===== config.mk =====
export PLATFORM = sky130hd
export DESIGN_NAME = pmcr_regs
export DESIGN_NICKNAME = d
export VERILOG_FILES = /design/src/pmcr_pkg.sv /design/src/pmcr_pin_sync.sv /design/src/pmcr_regs.sv
export SDC_FILE = /design/constraint.sdc
export NUM_CORES = 1
export LEC_CHECK = 0
export ABC_AREA = 1
export ABC_CLOCK_PERIOD_IN_PS = 21000
export BUFFER_PORTS_ARGS = -buffer_cell sky130_fd_sc_hd__buf_2
export CAP_MARGIN = 5
export CORE_UTILIZATION = 42
export DETAILED_ROUTE_END_ITERATION = 16
export SYNTH_ARGS = -nofsm -noshare
export SYNTH_HDL_FRONTEND = slang
export SYNTH_SLANG_ARGS = --single-unit

===== constraint.sdc =====
create_clock -name i_core_clk -period 21 [get_ports i_core_clk]
set_input_delay 4.2 -clock i_core_clk [delete_from_list [all_inputs] [get_ports i_core_clk]]
set_output_delay 4.2 -clock i_core_clk [all_outputs]
set_load 0.005 [all_outputs]

===== src/pmcr_pkg.sv =====
// Functional notes
// - gain calibration writes for vout, vin and iout are taken only within 0x1999..0x2666, and both voltage gains reset to 0x2000.
// - offset calibration writes are taken only with exponent -12 for vout, -3 for vin and -4 for iout.
// - voltage calibration factors are pushed to nonvolatile storage, and every calibration write is refused while write protect is on.
// - bit 1 of the low byte of the module type register is the write protect enable, 1 active and 0 inactive.
// - the firmware revision is a read-only byte whose upper nibble is the major and lower nibble the minor revision.
// - with the alert bit set the module answers only the alert response address while alert is asserted, else it keeps its programmed address.
// - pin assignment code 0000 gives secondary on/off and power ok, 0001 trim and power ok, 0010 trim and secondary on/off.
// - with the combination bit clear the secondary on/off pin is ignored, with it set the output needs both primary and secondary enables;
// the code needs only the primary enable with pin code 0001, which maps no secondary pin.
// - on/off logic bit 0 sets secondary polarity, 0 active low and 1 active high, and both on/off logic bits reset to 0.
// - power ok polarity bit 0 drives the pin low when asserted if 0 and high when asserted if 1, resetting to 1.
// - the date, location and serial register moves as a 12-byte block, and block writes are refused under write protect.
// - the six-bit module name identifies the variant, its top bit 1 for isolated units and 0 for non-isolated ones.
package pmcr_pkg;
  // ==========================================================
  // command codes
  localparam logic [7:0] CMD_MODULE_TYPE = 8'hd0;
  localparam logic [7:0] CMD_VOUT_GAIN = 8'hd1;
  localparam logic [7:0] CMD_VOUT_OFFSET = 8'hd2;
  localparam logic [7:0] CMD_VIN_GAIN = 8'hd3;
  localparam logic [7:0] CMD_VIN_OFFSET = 8'hd4;
  localparam logic [7:0] CMD_IOUT_GAIN = 8'hd6;
  localparam logic [7:0] CMD_IOUT_OFFSET = 8'hd7;
  localparam logic [7:0] CMD_FW_REV = 8'hdb;
  localparam logic [7:0] CMD_ALERT_PIN = 8'he0;
  localparam logic [7:0] CMD_ONOFF_LOGIC = 8'he1;
  localparam logic [7:0] CMD_POK_POLARITY = 8'he2;
  localparam logic [7:0] CMD_DATE_LOC_SN = 8'hf0;
  // ==========================================================
  // transfer lengths in bytes
  localparam logic [3:0] LEN_BYTE = 4'h1;
  localparam logic [3:0] LEN_WORD = 4'h2;
  localparam logic [3:0] LEN_BLOCK = 4'hc;
  // ==========================================================
  // field positions
  localparam int WRITE_PROTECT_ENABLE_BIT = 1;
  localparam int NAME_LSB = 2;
  localparam int ARA_BIT = 4;
  localparam int COMB_BIT = 1;
  localparam int SEC_POL_BIT = 0;
  localparam int POK_POL_BIT = 0;
  localparam int EXP_MSB = 15;
  localparam int EXP_LSB = 11;
  // ==========================================================
  // limits, codes and reset values
  localparam logic [15:0] GAIN_MIN = 16'h1999;
  localparam logic [15:0] GAIN_MAX = 16'h2666;
  localparam logic [15:0] GAIN_DEFAULT = 16'h2000;
  localparam logic [4:0] EXP_VOUT_OFFSET = 5'h14;
  localparam logic [4:0] EXP_VIN_OFFSET = 5'h1d;
  localparam logic [4:0] EXP_IOUT_OFFSET = 5'h1c;
  localparam logic [3:0] PIN_SEC_POK = 4'h0;
  localparam logic [3:0] PIN_TRIM_POK = 4'h1;
  localparam logic [3:0] PIN_TRIM_SEC = 4'h2;
  localparam logic WRITE_PROTECT_ENABLE_DEFAULT = 1'b1;
  localparam logic POK_POL_DEFAULT = 1'b1;

  function automatic logic pmcr_gain_ok(input logic [15:0] v);
    return (v >= GAIN_MIN) && (v <= GAIN_MAX);
  endfunction

  function automatic logic pmcr_exp_ok(input logic [15:0] v, input logic [4:0] e);
    return v[EXP_MSB:EXP_LSB] == e;
  endfunction
endpackage


===== src/pmcr_pin_sync.sv =====
`timescale 1ns/1ps
module pmcr_pin_sync #(
  parameter int W = 3
) (
  input wire logic i_core_clk, // core clock
  input wire logic i_rst_n, // synchronised reset, active low
  input wire logic i_ce, // clock enable
  input wire logic [W-1:0] i_async, // raw pin levels
  output logic [W-1:0] o_level // filtered levels
);
  // ==========================================================
  // parameter check
  if (W < 1) begin : g_width_check
    $error("pin sync needs at least one pin");
  end

  typedef struct packed {
    logic [W-1:0] s1;
    logic [W-1:0] s2;
    logic [W-1:0] s3;
    logic [W-1:0] level;
  } pmcr_sync_t;

  pmcr_sync_t st_reg;
  pmcr_sync_t st_next;

  // ==========================================================
  // three stages; a change counts once stages two and three agree
  always_comb begin
    st_next = st_reg;
    st_next.s1 = i_async;
    st_next.s2 = st_reg.s1;
    st_next.s3 = st_reg.s2;
    for (int i = 0; i < W; i++) begin
      if (st_reg.s2[i] == st_reg.s3[i]) begin
        st_next.level[i] = st_reg.s3[i];
      end
    end
  end

  always_ff @(posedge i_core_clk or negedge i_rst_n) begin
    if (!i_rst_n) begin
      st_reg <= '0;
    end else if (i_ce) begin
      st_reg <= st_next;
    end
  end

  assign o_level = st_reg.level;
endmodule // pmcr_pin_sync


===== src/pmcr_regs.sv =====
`timescale 1ns/1ps
module pmcr_regs
  import pmcr_pkg::*;
#(
  parameter logic [7:0] P_FW_REV = 8'h11, // arbitrary value
  parameter logic P_ISOLATED = 1'b1, // isolated unit
  parameter logic [4:0] P_VARIANT = 5'h15 // arbitrary value
) (
  input wire logic i_core_clk, // core clock
  input wire logic i_rstn, // async reset, active low
  input wire logic i_ce, // clock enable
  input wire logic [7:0] i_cmd, // command code
  input wire logic i_wr, // write request pulse
  input wire logic [3:0] i_wr_len, // write byte count
  input wire logic [95:0] i_wr_data, // write data, byte 0 low
  input wire logic i_rd, // read request pulse
  output logic [95:0] o_rd_data, // read data, byte 0 low
  output logic [3:0] o_rd_len, // read byte count
  output logic o_rd_valid, // read answer pulse
  output logic o_wr_ack, // write taken pulse
  output logic o_wr_nack, // write refused pulse
  output logic o_cmd_err, // unknown command pulse
  output logic o_nv_wr, // flash store pulse
  output logic [7:0] o_nv_cmd, // flash store command
  output logic [15:0] o_nv_data, // flash store data
  input wire logic i_alert_active, // alert line asserted
  output logic o_ara_only, // answer alert response address only
  input wire logic i_primary_enable, // primary on/off enable pin
  input wire logic i_trim_config_pin_one, // multi-function pin one
  input wire logic i_config_pin_two, // multi-function pin two input
  output logic o_config_pin_two, // multi-function pin two output
  output logic o_config_pin_two_oe, // pin two output enable
  output logic o_trim_sel, // pin one used as trim
  input wire logic i_power_ok, // internal power ok
  output logic o_output_enable, // regulator enable
  output logic [15:0] o_vout_gain, // vout gain factor
  output logic [15:0] o_vout_offset, // vout offset
  output logic [15:0] o_vin_gain, // vin gain factor
  output logic [15:0] o_vin_offset, // vin offset
  output logic [15:0] o_iout_gain, // iout gain factor
  output logic [15:0] o_iout_offset // iout offset
);
  typedef struct packed {
    logic [15:0] vout_gain;
    logic [15:0] vout_off;
    logic [15:0] vin_gain;
    logic [15:0] vin_off;
    logic [15:0] iout_gain;
    logic [15:0] iout_off;
    logic write_protect_enable;
    logic ara;
    logic [3:0] pincfg;
    logic comb;
    logic sec_pol;
    logic pok_pol;
    logic [95:0] mdls;
    logic [95:0] rd_data;
    logic [3:0] rd_len;
    logic rd_valid;
    logic wr_ack;
    logic wr_nack;
    logic cmd_err;
    logic nv_wr;
    logic [7:0] nv_cmd;
    logic [15:0] nv_data;
    logic out_en;
    logic pin2_o;
    logic pin2_oe;
    logic ara_only;
  } pmcr_state_t;

  localparam pmcr_state_t ST_RESET = '{
    vout_gain: GAIN_DEFAULT,
    vin_gain: GAIN_DEFAULT,
    iout_gain: GAIN_DEFAULT,
    vout_off: {EXP_VOUT_OFFSET, 11'h000},
    vin_off: {EXP_VIN_OFFSET, 11'h000},
    iout_off: {EXP_IOUT_OFFSET, 11'h000},
    write_protect_enable: WRITE_PROTECT_ENABLE_DEFAULT,
    pok_pol: POK_POL_DEFAULT,
    default: '0
  };

  logic rst_s1_reg;
  logic rst_n_reg;
  logic [2:0] pins;
  pmcr_state_t st_reg;
  pmcr_state_t st_next;

  // ==========================================================
  // reset release
  always_ff @(posedge i_core_clk or negedge i_rstn) begin
    if (!i_rstn) begin
      rst_s1_reg <= 1'b0;
      rst_n_reg <= 1'b0;
    end else begin
      rst_s1_reg <= 1'b1;
      rst_n_reg <= rst_s1_reg;
    end
  end

  pmcr_pin_sync #(.W(3)) u_pin_sync (
    .i_core_clk(i_core_clk),
    .i_rst_n(rst_n_reg),
    .i_ce(i_ce),
    .i_async({i_primary_enable, i_trim_config_pin_one, i_config_pin_two}),
    .o_level(pins)
  );

  // ==========================================================
  // register writes, reads and pin logic
  always_comb begin
    logic [15:0] w16;
    logic ok;
    logic known;
    logic sec_mapped;
    logic sec_raw;
    logic sec_en;
    logic pok_mapped;
    logic locked;
    w16 = i_wr_data[15:0];
    ok = 1'b0;
    known = 1'b1;
    sec_mapped = 1'b0;
    sec_raw = 1'b0;
    sec_en = 1'b0;
    pok_mapped = 1'b0;
    locked = st_reg.write_protect_enable;
    st_next = st_reg;
    st_next.rd_valid = 1'b0;
    st_next.wr_ack = 1'b0;
    st_next.wr_nack = 1'b0;
    st_next.cmd_err = 1'b0;
    st_next.nv_wr = 1'b0;
    if (i_wr) begin
      st_next.nv_cmd = i_cmd;
      st_next.nv_data = w16;
      case (i_cmd)
        CMD_MODULE_TYPE: begin
          ok = (i_wr_len == LEN_WORD);
          if (ok) begin
            st_next.write_protect_enable = w16[WRITE_PROTECT_ENABLE_BIT];
          end
        end
        CMD_VOUT_GAIN: begin
          ok = !locked && (i_wr_len == LEN_WORD) && pmcr_gain_ok(w16);
          if (ok) begin
            st_next.vout_gain = w16;
            st_next.nv_wr = 1'b1;
          end
        end
        CMD_VOUT_OFFSET: begin
          ok = !locked && (i_wr_len == LEN_WORD) && pmcr_exp_ok(w16, EXP_VOUT_OFFSET);
          if (ok) begin
            st_next.vout_off = w16;
            st_next.nv_wr = 1'b1;
          end
        end
        CMD_VIN_GAIN: begin
          ok = !locked && (i_wr_len == LEN_WORD) && pmcr_gain_ok(w16);
          if (ok) begin
            st_next.vin_gain = w16;
            st_next.nv_wr = 1'b1;
          end
        end
        CMD_VIN_OFFSET: begin
          ok = !locked && (i_wr_len == LEN_WORD) && pmcr_exp_ok(w16, EXP_VIN_OFFSET);
          if (ok) begin
            st_next.vin_off = w16;
            st_next.nv_wr = 1'b1;
          end
        end
        CMD_IOUT_GAIN: begin
          ok = !locked && (i_wr_len == LEN_WORD) && pmcr_gain_ok(w16);
          if (ok) begin
            st_next.iout_gain = w16;
          end
        end
        CMD_IOUT_OFFSET: begin
          ok = !locked && (i_wr_len == LEN_WORD) && pmcr_exp_ok(w16, EXP_IOUT_OFFSET);
          if (ok) begin
            st_next.iout_off = w16;
          end
        end
        CMD_FW_REV: begin
          ok = 1'b0;
        end
        CMD_ALERT_PIN: begin
          ok = (i_wr_len == LEN_BYTE) && (w16[3:0] <= PIN_TRIM_SEC);
          if (ok) begin
            st_next.ara = w16[ARA_BIT];
            st_next.pincfg = w16[3:0];
          end
        end
        CMD_ONOFF_LOGIC: begin
          ok = (i_wr_len == LEN_BYTE);
          if (ok) begin
            st_next.comb = w16[COMB_BIT];
            st_next.sec_pol = w16[SEC_POL_BIT];
          end
        end
        CMD_POK_POLARITY: begin
          ok = (i_wr_len == LEN_BYTE);
          if (ok) begin
            st_next.pok_pol = w16[POK_POL_BIT];
          end
        end
        CMD_DATE_LOC_SN: begin
          ok = !locked && (i_wr_len == LEN_BLOCK);
          if (ok) begin
            st_next.mdls = i_wr_data;
          end
        end
        default: begin
          known = 1'b0;
        end
      endcase
      st_next.nv_wr = st_next.nv_wr & ok;
      st_next.wr_ack = ok;
      st_next.wr_nack = !ok;
      st_next.cmd_err = !known;
    end
    if (i_rd) begin
      st_next.rd_valid = 1'b1;
      st_next.rd_data = '0;
      st_next.rd_len = LEN_WORD;
      case (i_cmd)
        CMD_MODULE_TYPE: st_next.rd_data[7:0] = {P_ISOLATED, P_VARIANT, locked, 1'b0};
        CMD_VOUT_GAIN: st_next.rd_data[15:0] = st_reg.vout_gain;
        CMD_VOUT_OFFSET: st_next.rd_data[15:0] = st_reg.vout_off;
        CMD_VIN_GAIN: st_next.rd_data[15:0] = st_reg.vin_gain;
        CMD_VIN_OFFSET: st_next.rd_data[15:0] = st_reg.vin_off;
        CMD_IOUT_GAIN: st_next.rd_data[15:0] = st_reg.iout_gain;
        CMD_IOUT_OFFSET: st_next.rd_data[15:0] = st_reg.iout_off;
        CMD_FW_REV: begin
          st_next.rd_data[7:0] = P_FW_REV;
          st_next.rd_len = LEN_BYTE;
        end
        CMD_ALERT_PIN: begin
          st_next.rd_data[7:0] = {3'h0, st_reg.ara, st_reg.pincfg};
          st_next.rd_len = LEN_BYTE;
        end
        CMD_ONOFF_LOGIC: begin
          st_next.rd_data[7:0] = {6'h00, st_reg.comb, st_reg.sec_pol};
          st_next.rd_len = LEN_BYTE;
        end
        CMD_POK_POLARITY: begin
          st_next.rd_data[7:0] = {7'h00, st_reg.pok_pol};
          st_next.rd_len = LEN_BYTE;
        end
        CMD_DATE_LOC_SN: begin
          st_next.rd_data = st_reg.mdls;
          st_next.rd_len = LEN_BLOCK;
        end
        default: begin
          st_next.rd_len = '0;
          st_next.cmd_err = 1'b1;
        end
      endcase
    end
    // secondary on/off and power ok routing
    sec_mapped = (st_reg.pincfg == PIN_SEC_POK) || (st_reg.pincfg == PIN_TRIM_SEC);
    sec_raw = (st_reg.pincfg == PIN_SEC_POK) ? pins[1] : pins[0];
    sec_en = st_reg.sec_pol ? sec_raw : !sec_raw;
    st_next.out_en = pins[2] && (!st_reg.comb || !sec_mapped || sec_en);
    pok_mapped = (st_reg.pincfg == PIN_SEC_POK) || (st_reg.pincfg == PIN_TRIM_POK);
    st_next.pin2_oe = pok_mapped;
    st_next.pin2_o = pok_mapped && (st_reg.pok_pol ? i_power_ok : !i_power_ok);
    st_next.ara_only = st_reg.ara && i_alert_active;
  end

  always_ff @(posedge i_core_clk or negedge rst_n_reg) begin
    if (!rst_n_reg) begin
      st_reg <= ST_RESET;
    end else if (i_ce) begin
      st_reg <= st_next;
    end
  end

  assign o_rd_data = st_reg.rd_data;
  assign o_rd_len = st_reg.rd_len;
  assign o_rd_valid = st_reg.rd_valid;
  assign o_wr_ack = st_reg.wr_ack;
  assign o_wr_nack = st_reg.wr_nack;
  assign o_cmd_err = st_reg.cmd_err;
  assign o_nv_wr = st_reg.nv_wr;
  assign o_nv_cmd = st_reg.nv_cmd;
  assign o_nv_data = st_reg.nv_data;
  assign o_ara_only = st_reg.ara_only;
  assign o_config_pin_two = st_reg.pin2_o;
  assign o_config_pin_two_oe = st_reg.pin2_oe;
  assign o_trim_sel = (st_reg.pincfg != PIN_SEC_POK);
  assign o_output_enable = st_reg.out_en;
  assign o_vout_gain = st_reg.vout_gain;
  assign o_vout_offset = st_reg.vout_off;
  assign o_vin_gain = st_reg.vin_gain;
  assign o_vin_offset = st_reg.vin_off;
  assign o_iout_gain = st_reg.iout_gain;
  assign o_iout_offset = st_reg.iout_off;
endmodule // pmcr_regs


==> results of run 1 <==
==> synthesized netlist by cell type, types with 2 or more instances <==
cell	instances	area [um^2]
nand2_2	2	12.5
nor2_2	4	25.0
nand3_1	84	420
o21ai_0	97	485
nand2_1	525	1970
buf_2	29	145
buf_12	2	40.0
o21ai_1	45	225
nand3_4	3	52.6
clkinv_1	2	7.51
inv_2	14	52.6
o211ai_1	2	15.0
nand4_1	46	288
buf_6	2	22.5
inv_1	113	424
nand3_2	2	20.0
nand3b_1	3	22.5
o2111ai_1	5	43.8
dfrtp_1	333	8330
nor2_4	2	22.5
a21oi_1	45	225
mux2_1	51	574
buf_4	226	1700
buf_1	3	11.3
nor3_1	8	40.0
o22ai_1	5	31.3
nor2_1	90	338
dfstp_2	14	368
clkbuf_1	42	158
==> layout by cell type (no fill, tap or decap), drive strengths merged <==
master / count
and2: 2
nand3b: 3
o31ai: 1
nor3b: 1
nor2: 96
a21oi: 46
or2: 1
nand4: 46
o2111ai: 5
inv: 129
nand3: 89
clkinv: 8
nor3: 8
diode: 1
dfstp: 14
mux2: 51
o211ai: 2
dfrtp: 333
nand2: 527
xor2: 1
a31oi: 1
o22ai: 5
a22o: 1
o21ai: 142
clkbuf: 62
a211oi: 1
bufinv: 2
conb: 1
buf: 360
==> layer usage <==
metal / wire length, um / share of wire (%) / up-vias / GRT usage, %
met1: 20200 / 43 / 6003 / 32.5
met3: 3930 / 8.4 / 80 / 5.84
met5: 28 / 0.060 / - / 0
li1: - / - / 5754 / -
met2: 21400 / 46 / 484 / 37.8
met4: 1250 / 2.7 / 4 / 7.38
==> where the power goes <==
group	internal [uW]	switching, uW
registers	680	8.94
clock network	412	278
logic	21.4	48.3
==> critical path: cells and delay by family <==
family                 cells  cell delay, ns
buffers and inverters      3            1.41
and+or+nand+nor            4            1.37
muxes                      1            0.42
==> cell families (layout without fill, tap and decap cells) <==
kind of cell	count (synthesis)	count (layout)	share of synthesized area [%]
AO/OA/AOI/OAI	204	204	6.58
XOR/XNOR	1	1	0.0542
AND/OR/NAND/NOR	773	773	20.1
flip-flops	347	347	53.8
buffers and inverters	434	561	15.9
multiplexers	51	51	3.55
other	1	2	0.0232
==> per-stage QoR <==
stage               worst slack [ns]  instances
floorplan                      10.64       1811
CTS                            13.92       2449
global route                   13.64       2449
global placement               13.35       2377
detailed placement             13.34       2377
finish                         13.91       2450
==> area by class of cell <==
type | instances | area, um^2 | area share (%)
inverters | 129 | 484 | 2.71
clock inverters | 10 | 104 | 0.581
multi-input cells | 1030 | 4920 | 27.5
repair buffers | 360 | 1830 | 10.3
diodes | 1 | 2.50 | 0.0140
flip-flops and latches | 347 | 8700 | 48.7
clock buffers | 62 | 1180 | 6.63
well taps | 511 | 639 | 3.58
==> how the worst min path moves through the flow <==
stage                     depth (start not counted)  slack, ns        end
after floorplan                                   0       0.33  rst_n_reg
after global placement                            0       0.34  rst_n_reg
final                                             0       0.34  rst_n_reg
after CTS                                         0       0.35  rst_n_reg
after global routing                              0       0.35  rst_n_reg
after detailed placement                          0       0.33  rst_n_reg
==> impl_results.md, run 1 <==
- Clock transition at the registers of the reported paths: 0.06 ns
- Tmin final: 7.09 ns
- Worst r2r path cells: 6
- Required @ worst endpoint: 21.42 ns
- Post-Route WL: 46900 um
- Placed cell areas: 16600 um^2
- Port buffer count: 347
- Post-CTS Setup Bufs: 0
- Final net count: 2026
- Vias in the first global route: 11791
- Synth Area per Inst: 8.93 um^2
- Avg WL per Cell: 19.1 um
- Violation count after the first detailed-route iteration: 937
- Root Buffer: clkbuf_16
- Setup_tns: 0 ns
- Die area: 39300 um^2
- Net Count, Synth: 1929
- Crit-path max FO: 76
- Fraction of the cycle the final worst path needs: 33.8%
- Clk sinks: 347
- Ys flop type: dfrtp_1
- Startpoint types: primary input
- P_leak: 0.0101 uW
- Final Total Pwr: 1450 uW
- HP Class: flop to flop
- Max_slew headroom: 31.2%
- Vias: 12325
- Reg-to-reg setup timing slack: 18.21 ns
- Antenna violations before repair: 2
- Setup violators final: 0
- Post-DP HPWL: 32700 um
- Row count: 71
- Layout cells sized above 1: 24.2%
- Post-route cell area: 17900 um^2
- Power density over the cells: 81.1 nW/um^2
- Hold slack final: 0.345 ns
- Reg-to-reg startpoint: st_reg[237]
- Critical Path Max Stage Delay: 0.88 ns
- Clock Path Buffers: 3
- CP most frequent cell: buf_4
- Maximum VDD drop: 48.2 uV
- H-tree levels: 2
- RSZ-0062 raised after global routing: no
- Max FFs per register: 105
- Worst-Margin Slew: 1.03 ns
- Die H: 198 um
- Post-layout util: 47.4%
- Status: completed
- Final setup skew: 0.0153 ns
- Seq/Total Area, Yosys: 53.8%
- Critical path's slowest cell: nand3_4
- Initial core utilization: 42.8%
- DR vias/cell: 5.03
- Flop and latch count out of synthesis: 347
- Fillers: 3707
- GP Congestion: 0.914
- Max Fclk: 141 MHz
- First-pass GRT wire length: 71400 um
- Unique masters post-synth: 41
- R2R Path End: st_reg[213]
- P&R area growth vs syn: 10.5%
- Ys async rst share: 100%
- Residual DRC: 0
- Final Max Slew Viols: 0
- Clk_lat worst skew: 0.55 ns
- Critical-path cell list: buf_2 -> nor2_2 -> nand2_1 -> nor2_4 -> buf_4 -> nand3_4 -> buf_4 -> mux2_1
- Warnings, synthesis: 0
- Post-route ant nets: 0
- First-pass DRT Iterations: 5
- Total CTS buffers: 40
- Crit Path Class: primary input to flop
- Setup crit end: st_reg[213]
- Syn Inst Count: 1811
- Arrival @ worst endpoint: 7.51 ns
- Die extent in x: 198 um
- CTS tree: done
- Worst Setup End Kind: flop
- Fin. Hold Viols: 0
- Hold_buf cts: 0
- Min-Delay Startpoint: rst_s1_reg
- Overall global routing resource usage: 24.0%
- Worst Setup SP: i_cmd[3]
- Post-cts sizing count: 0
- Maximum number of pins on one net before global-route repair: 89
- Number of synthesized flops with an enable pin: 0
- Max Cap Viol: 0
- Core area: 37800 um^2
- Post-Syn Area: 16200 um^2
- Global route total overflow: 0
- I/O pin count: 348
Note: power is estimated with default switching activity, not from simulation.
==> inputs of run 2 (changes only) <==
ABC_CLOCK_PERIOD_IN_PS = 6700   (was 21000)
clock period = 6.7 ns   (was 21 ns; I/O delays follow)
==> run 2 against run 1 <==
Against the previous run:
- utilization decreased by 0.096 points
- sequential power increased to 3.1 times the previous value
- highest routed layer unchanged
- via count decreased by 0.19%
- critical path type unchanged
- hold slack improved by 0.0056 ns
- total power increased to 3.1 times the previous value
- clock skew increased by 0.0081 ns
- first-iteration DRC count decreased by 18%
- sequential share of layout area increased by 0.099 points
- setup slack got worse by 11 ns
- largest cell class unchanged
- clock power increased to 3.0 times the previous value
- die area unchanged
- critical path depth unchanged
==> impl_results.md, run 2 (synthesis results as in run 1) <==
- Initial core utilization: 42.8%
- Port buffer count: 347
- Max FFs per register: 105
- Residual DRC: 0
- HP Class: flop to flop
- Clock Path Buffers: 3
- Clk sinks: 347
- Worst-Margin Slew: 1.19 ns
- Crit Path Class: primary input to flop
- Crit-path max FO: 60
- Clock transition at the registers of the reported paths: 0.06 ns
- Worst Setup End Kind: flop
- Post-Route WL: 46500 um
- Die extent in x: 198 um
- Tmin final: 3.71 ns
- Die H: 198 um
- Total CTS buffers: 38
- Setup_tns: 0 ns
- Clk_lat worst skew: 0.54 ns
- Root Buffer: clkbuf_16
- Final Max Slew Viols: 0
- Row count: 71
- Max Cap Viol: 0
- Hold slack final: 0.350 ns
- Violation count after the first detailed-route iteration: 765
- Post-CTS Setup Bufs: 0
- First-pass GRT wire length: 70800 um
- H-tree levels: 2
- Post-route ant nets: 0
- Max_slew headroom: 21.0%
- Core area: 37800 um^2
- Max Fclk: 270 MHz
- Vias: 12302
- Setup violators final: 0
- Maximum number of pins on one net before global-route repair: 143
- I/O pin count: 348
- Vias in the first global route: 11891
- Fin. Hold Viols: 0
- Power density over the cells: 250 nW/um^2
- Hold_buf cts: 0
- Post-layout util: 47.3%
- Final Total Pwr: 4460 uW
- CTS tree: done
- Final net count: 2025
- Layout cells sized above 1: 24.1%
- Placed cell areas: 16600 um^2
- Required @ worst endpoint: 7.10 ns
- Fraction of the cycle the final worst path needs: 55.4%
- Most common cell after layout, fill and taps aside: nand2_1
- Global route total overflow: 0
- RSZ-0062 raised after global routing: no
- Antenna violations before repair: 3
- Startpoint types: primary input
- Avg WL per Cell: 19.0 um
- Arrival @ worst endpoint: 4.11 ns
- First-pass DRT Iterations: 5
- Post-route cell area: 17800 um^2
- Final setup skew: 0.0235 ns
- P_leak: 0.0101 uW
- Maximum VDD drop: 135 uV
- Most frequent cells in the layout: 524 x nand2_1, 347 x buf_2, 332 x dfrtp_1
- P&R area growth vs syn: 10.3%
- Post-DP HPWL: 32500 um
- GP Congestion: 0.911
- Status: completed
- DR vias/cell: 5.03
- Die area: 39300 um^2
- Overall global routing resource usage: 23.8%
- Post-cts sizing count: 0
==> run 2: where the power goes <==
group / internal, uW / switching (uW)
clock: 1230 / 846
sequential: 2130 / 27.3
combinational: 68.3 / 153
==> run 2: worst paths after layout <==
check / from / endpoint / slack [ns] / cells past startpoint
setup / recovery: i_ce / st_reg[222] / 2.99 / 8
hold / removal: rst_s1_reg / rst_n_reg / 0.35 / 0
setup reg to reg: st_reg[237] / st_reg[222] / 4.29 / 6
hold reg to reg: rst_s1_reg / rst_n_reg / 0.35 / 0
max in group asynchronous: rst_n_reg / o_rd_data[4] / 4.57 / 1
min in group asynchronous: rst_n_reg / o_rd_data[15] / 0.49 / 0
==> run 2: critical path, cell delays in order <==
cell	delay, ns
buf_2	0.28
nand2_1	0.09
buf_4	0.27
inv_1	0.09
buf_4	0.44
nand3_4	0.59
buf_4	0.53
mux2_1	0.39
==> run 2: layout make-up <==
cell class | instances | area (um^2)
clock buffer | 57 | 1120
clock inverter | 12 | 119
multi-input combinational | 1030 | 4920
antenna | 1 | 2.50
tap | 511 | 639
inverter | 129 | 484
sequential | 347 | 8700
timing repair buffer | 361 | 1850
fill | 3690 | 19900
==> run 2: metrics by stage <==
step	std cells	worst slack, ns
floorplan	1811	1.04
global route	2448	2.80
finish	2448	2.99
global placement	2378	2.48
CTS	2447	3.00
detailed placement	2378	2.46
==> run 2: layer usage <==
| metal | GRT usage (%) | share of wire (%) |
|---|---|---|
| met5 | 0 | 0.062 |
| met4 | 9.53 | 3.9 |
| met3 | 6.90 | 9.4 |
| met2 | 35.6 | 44 |
| met1 | 32.3 | 43 |
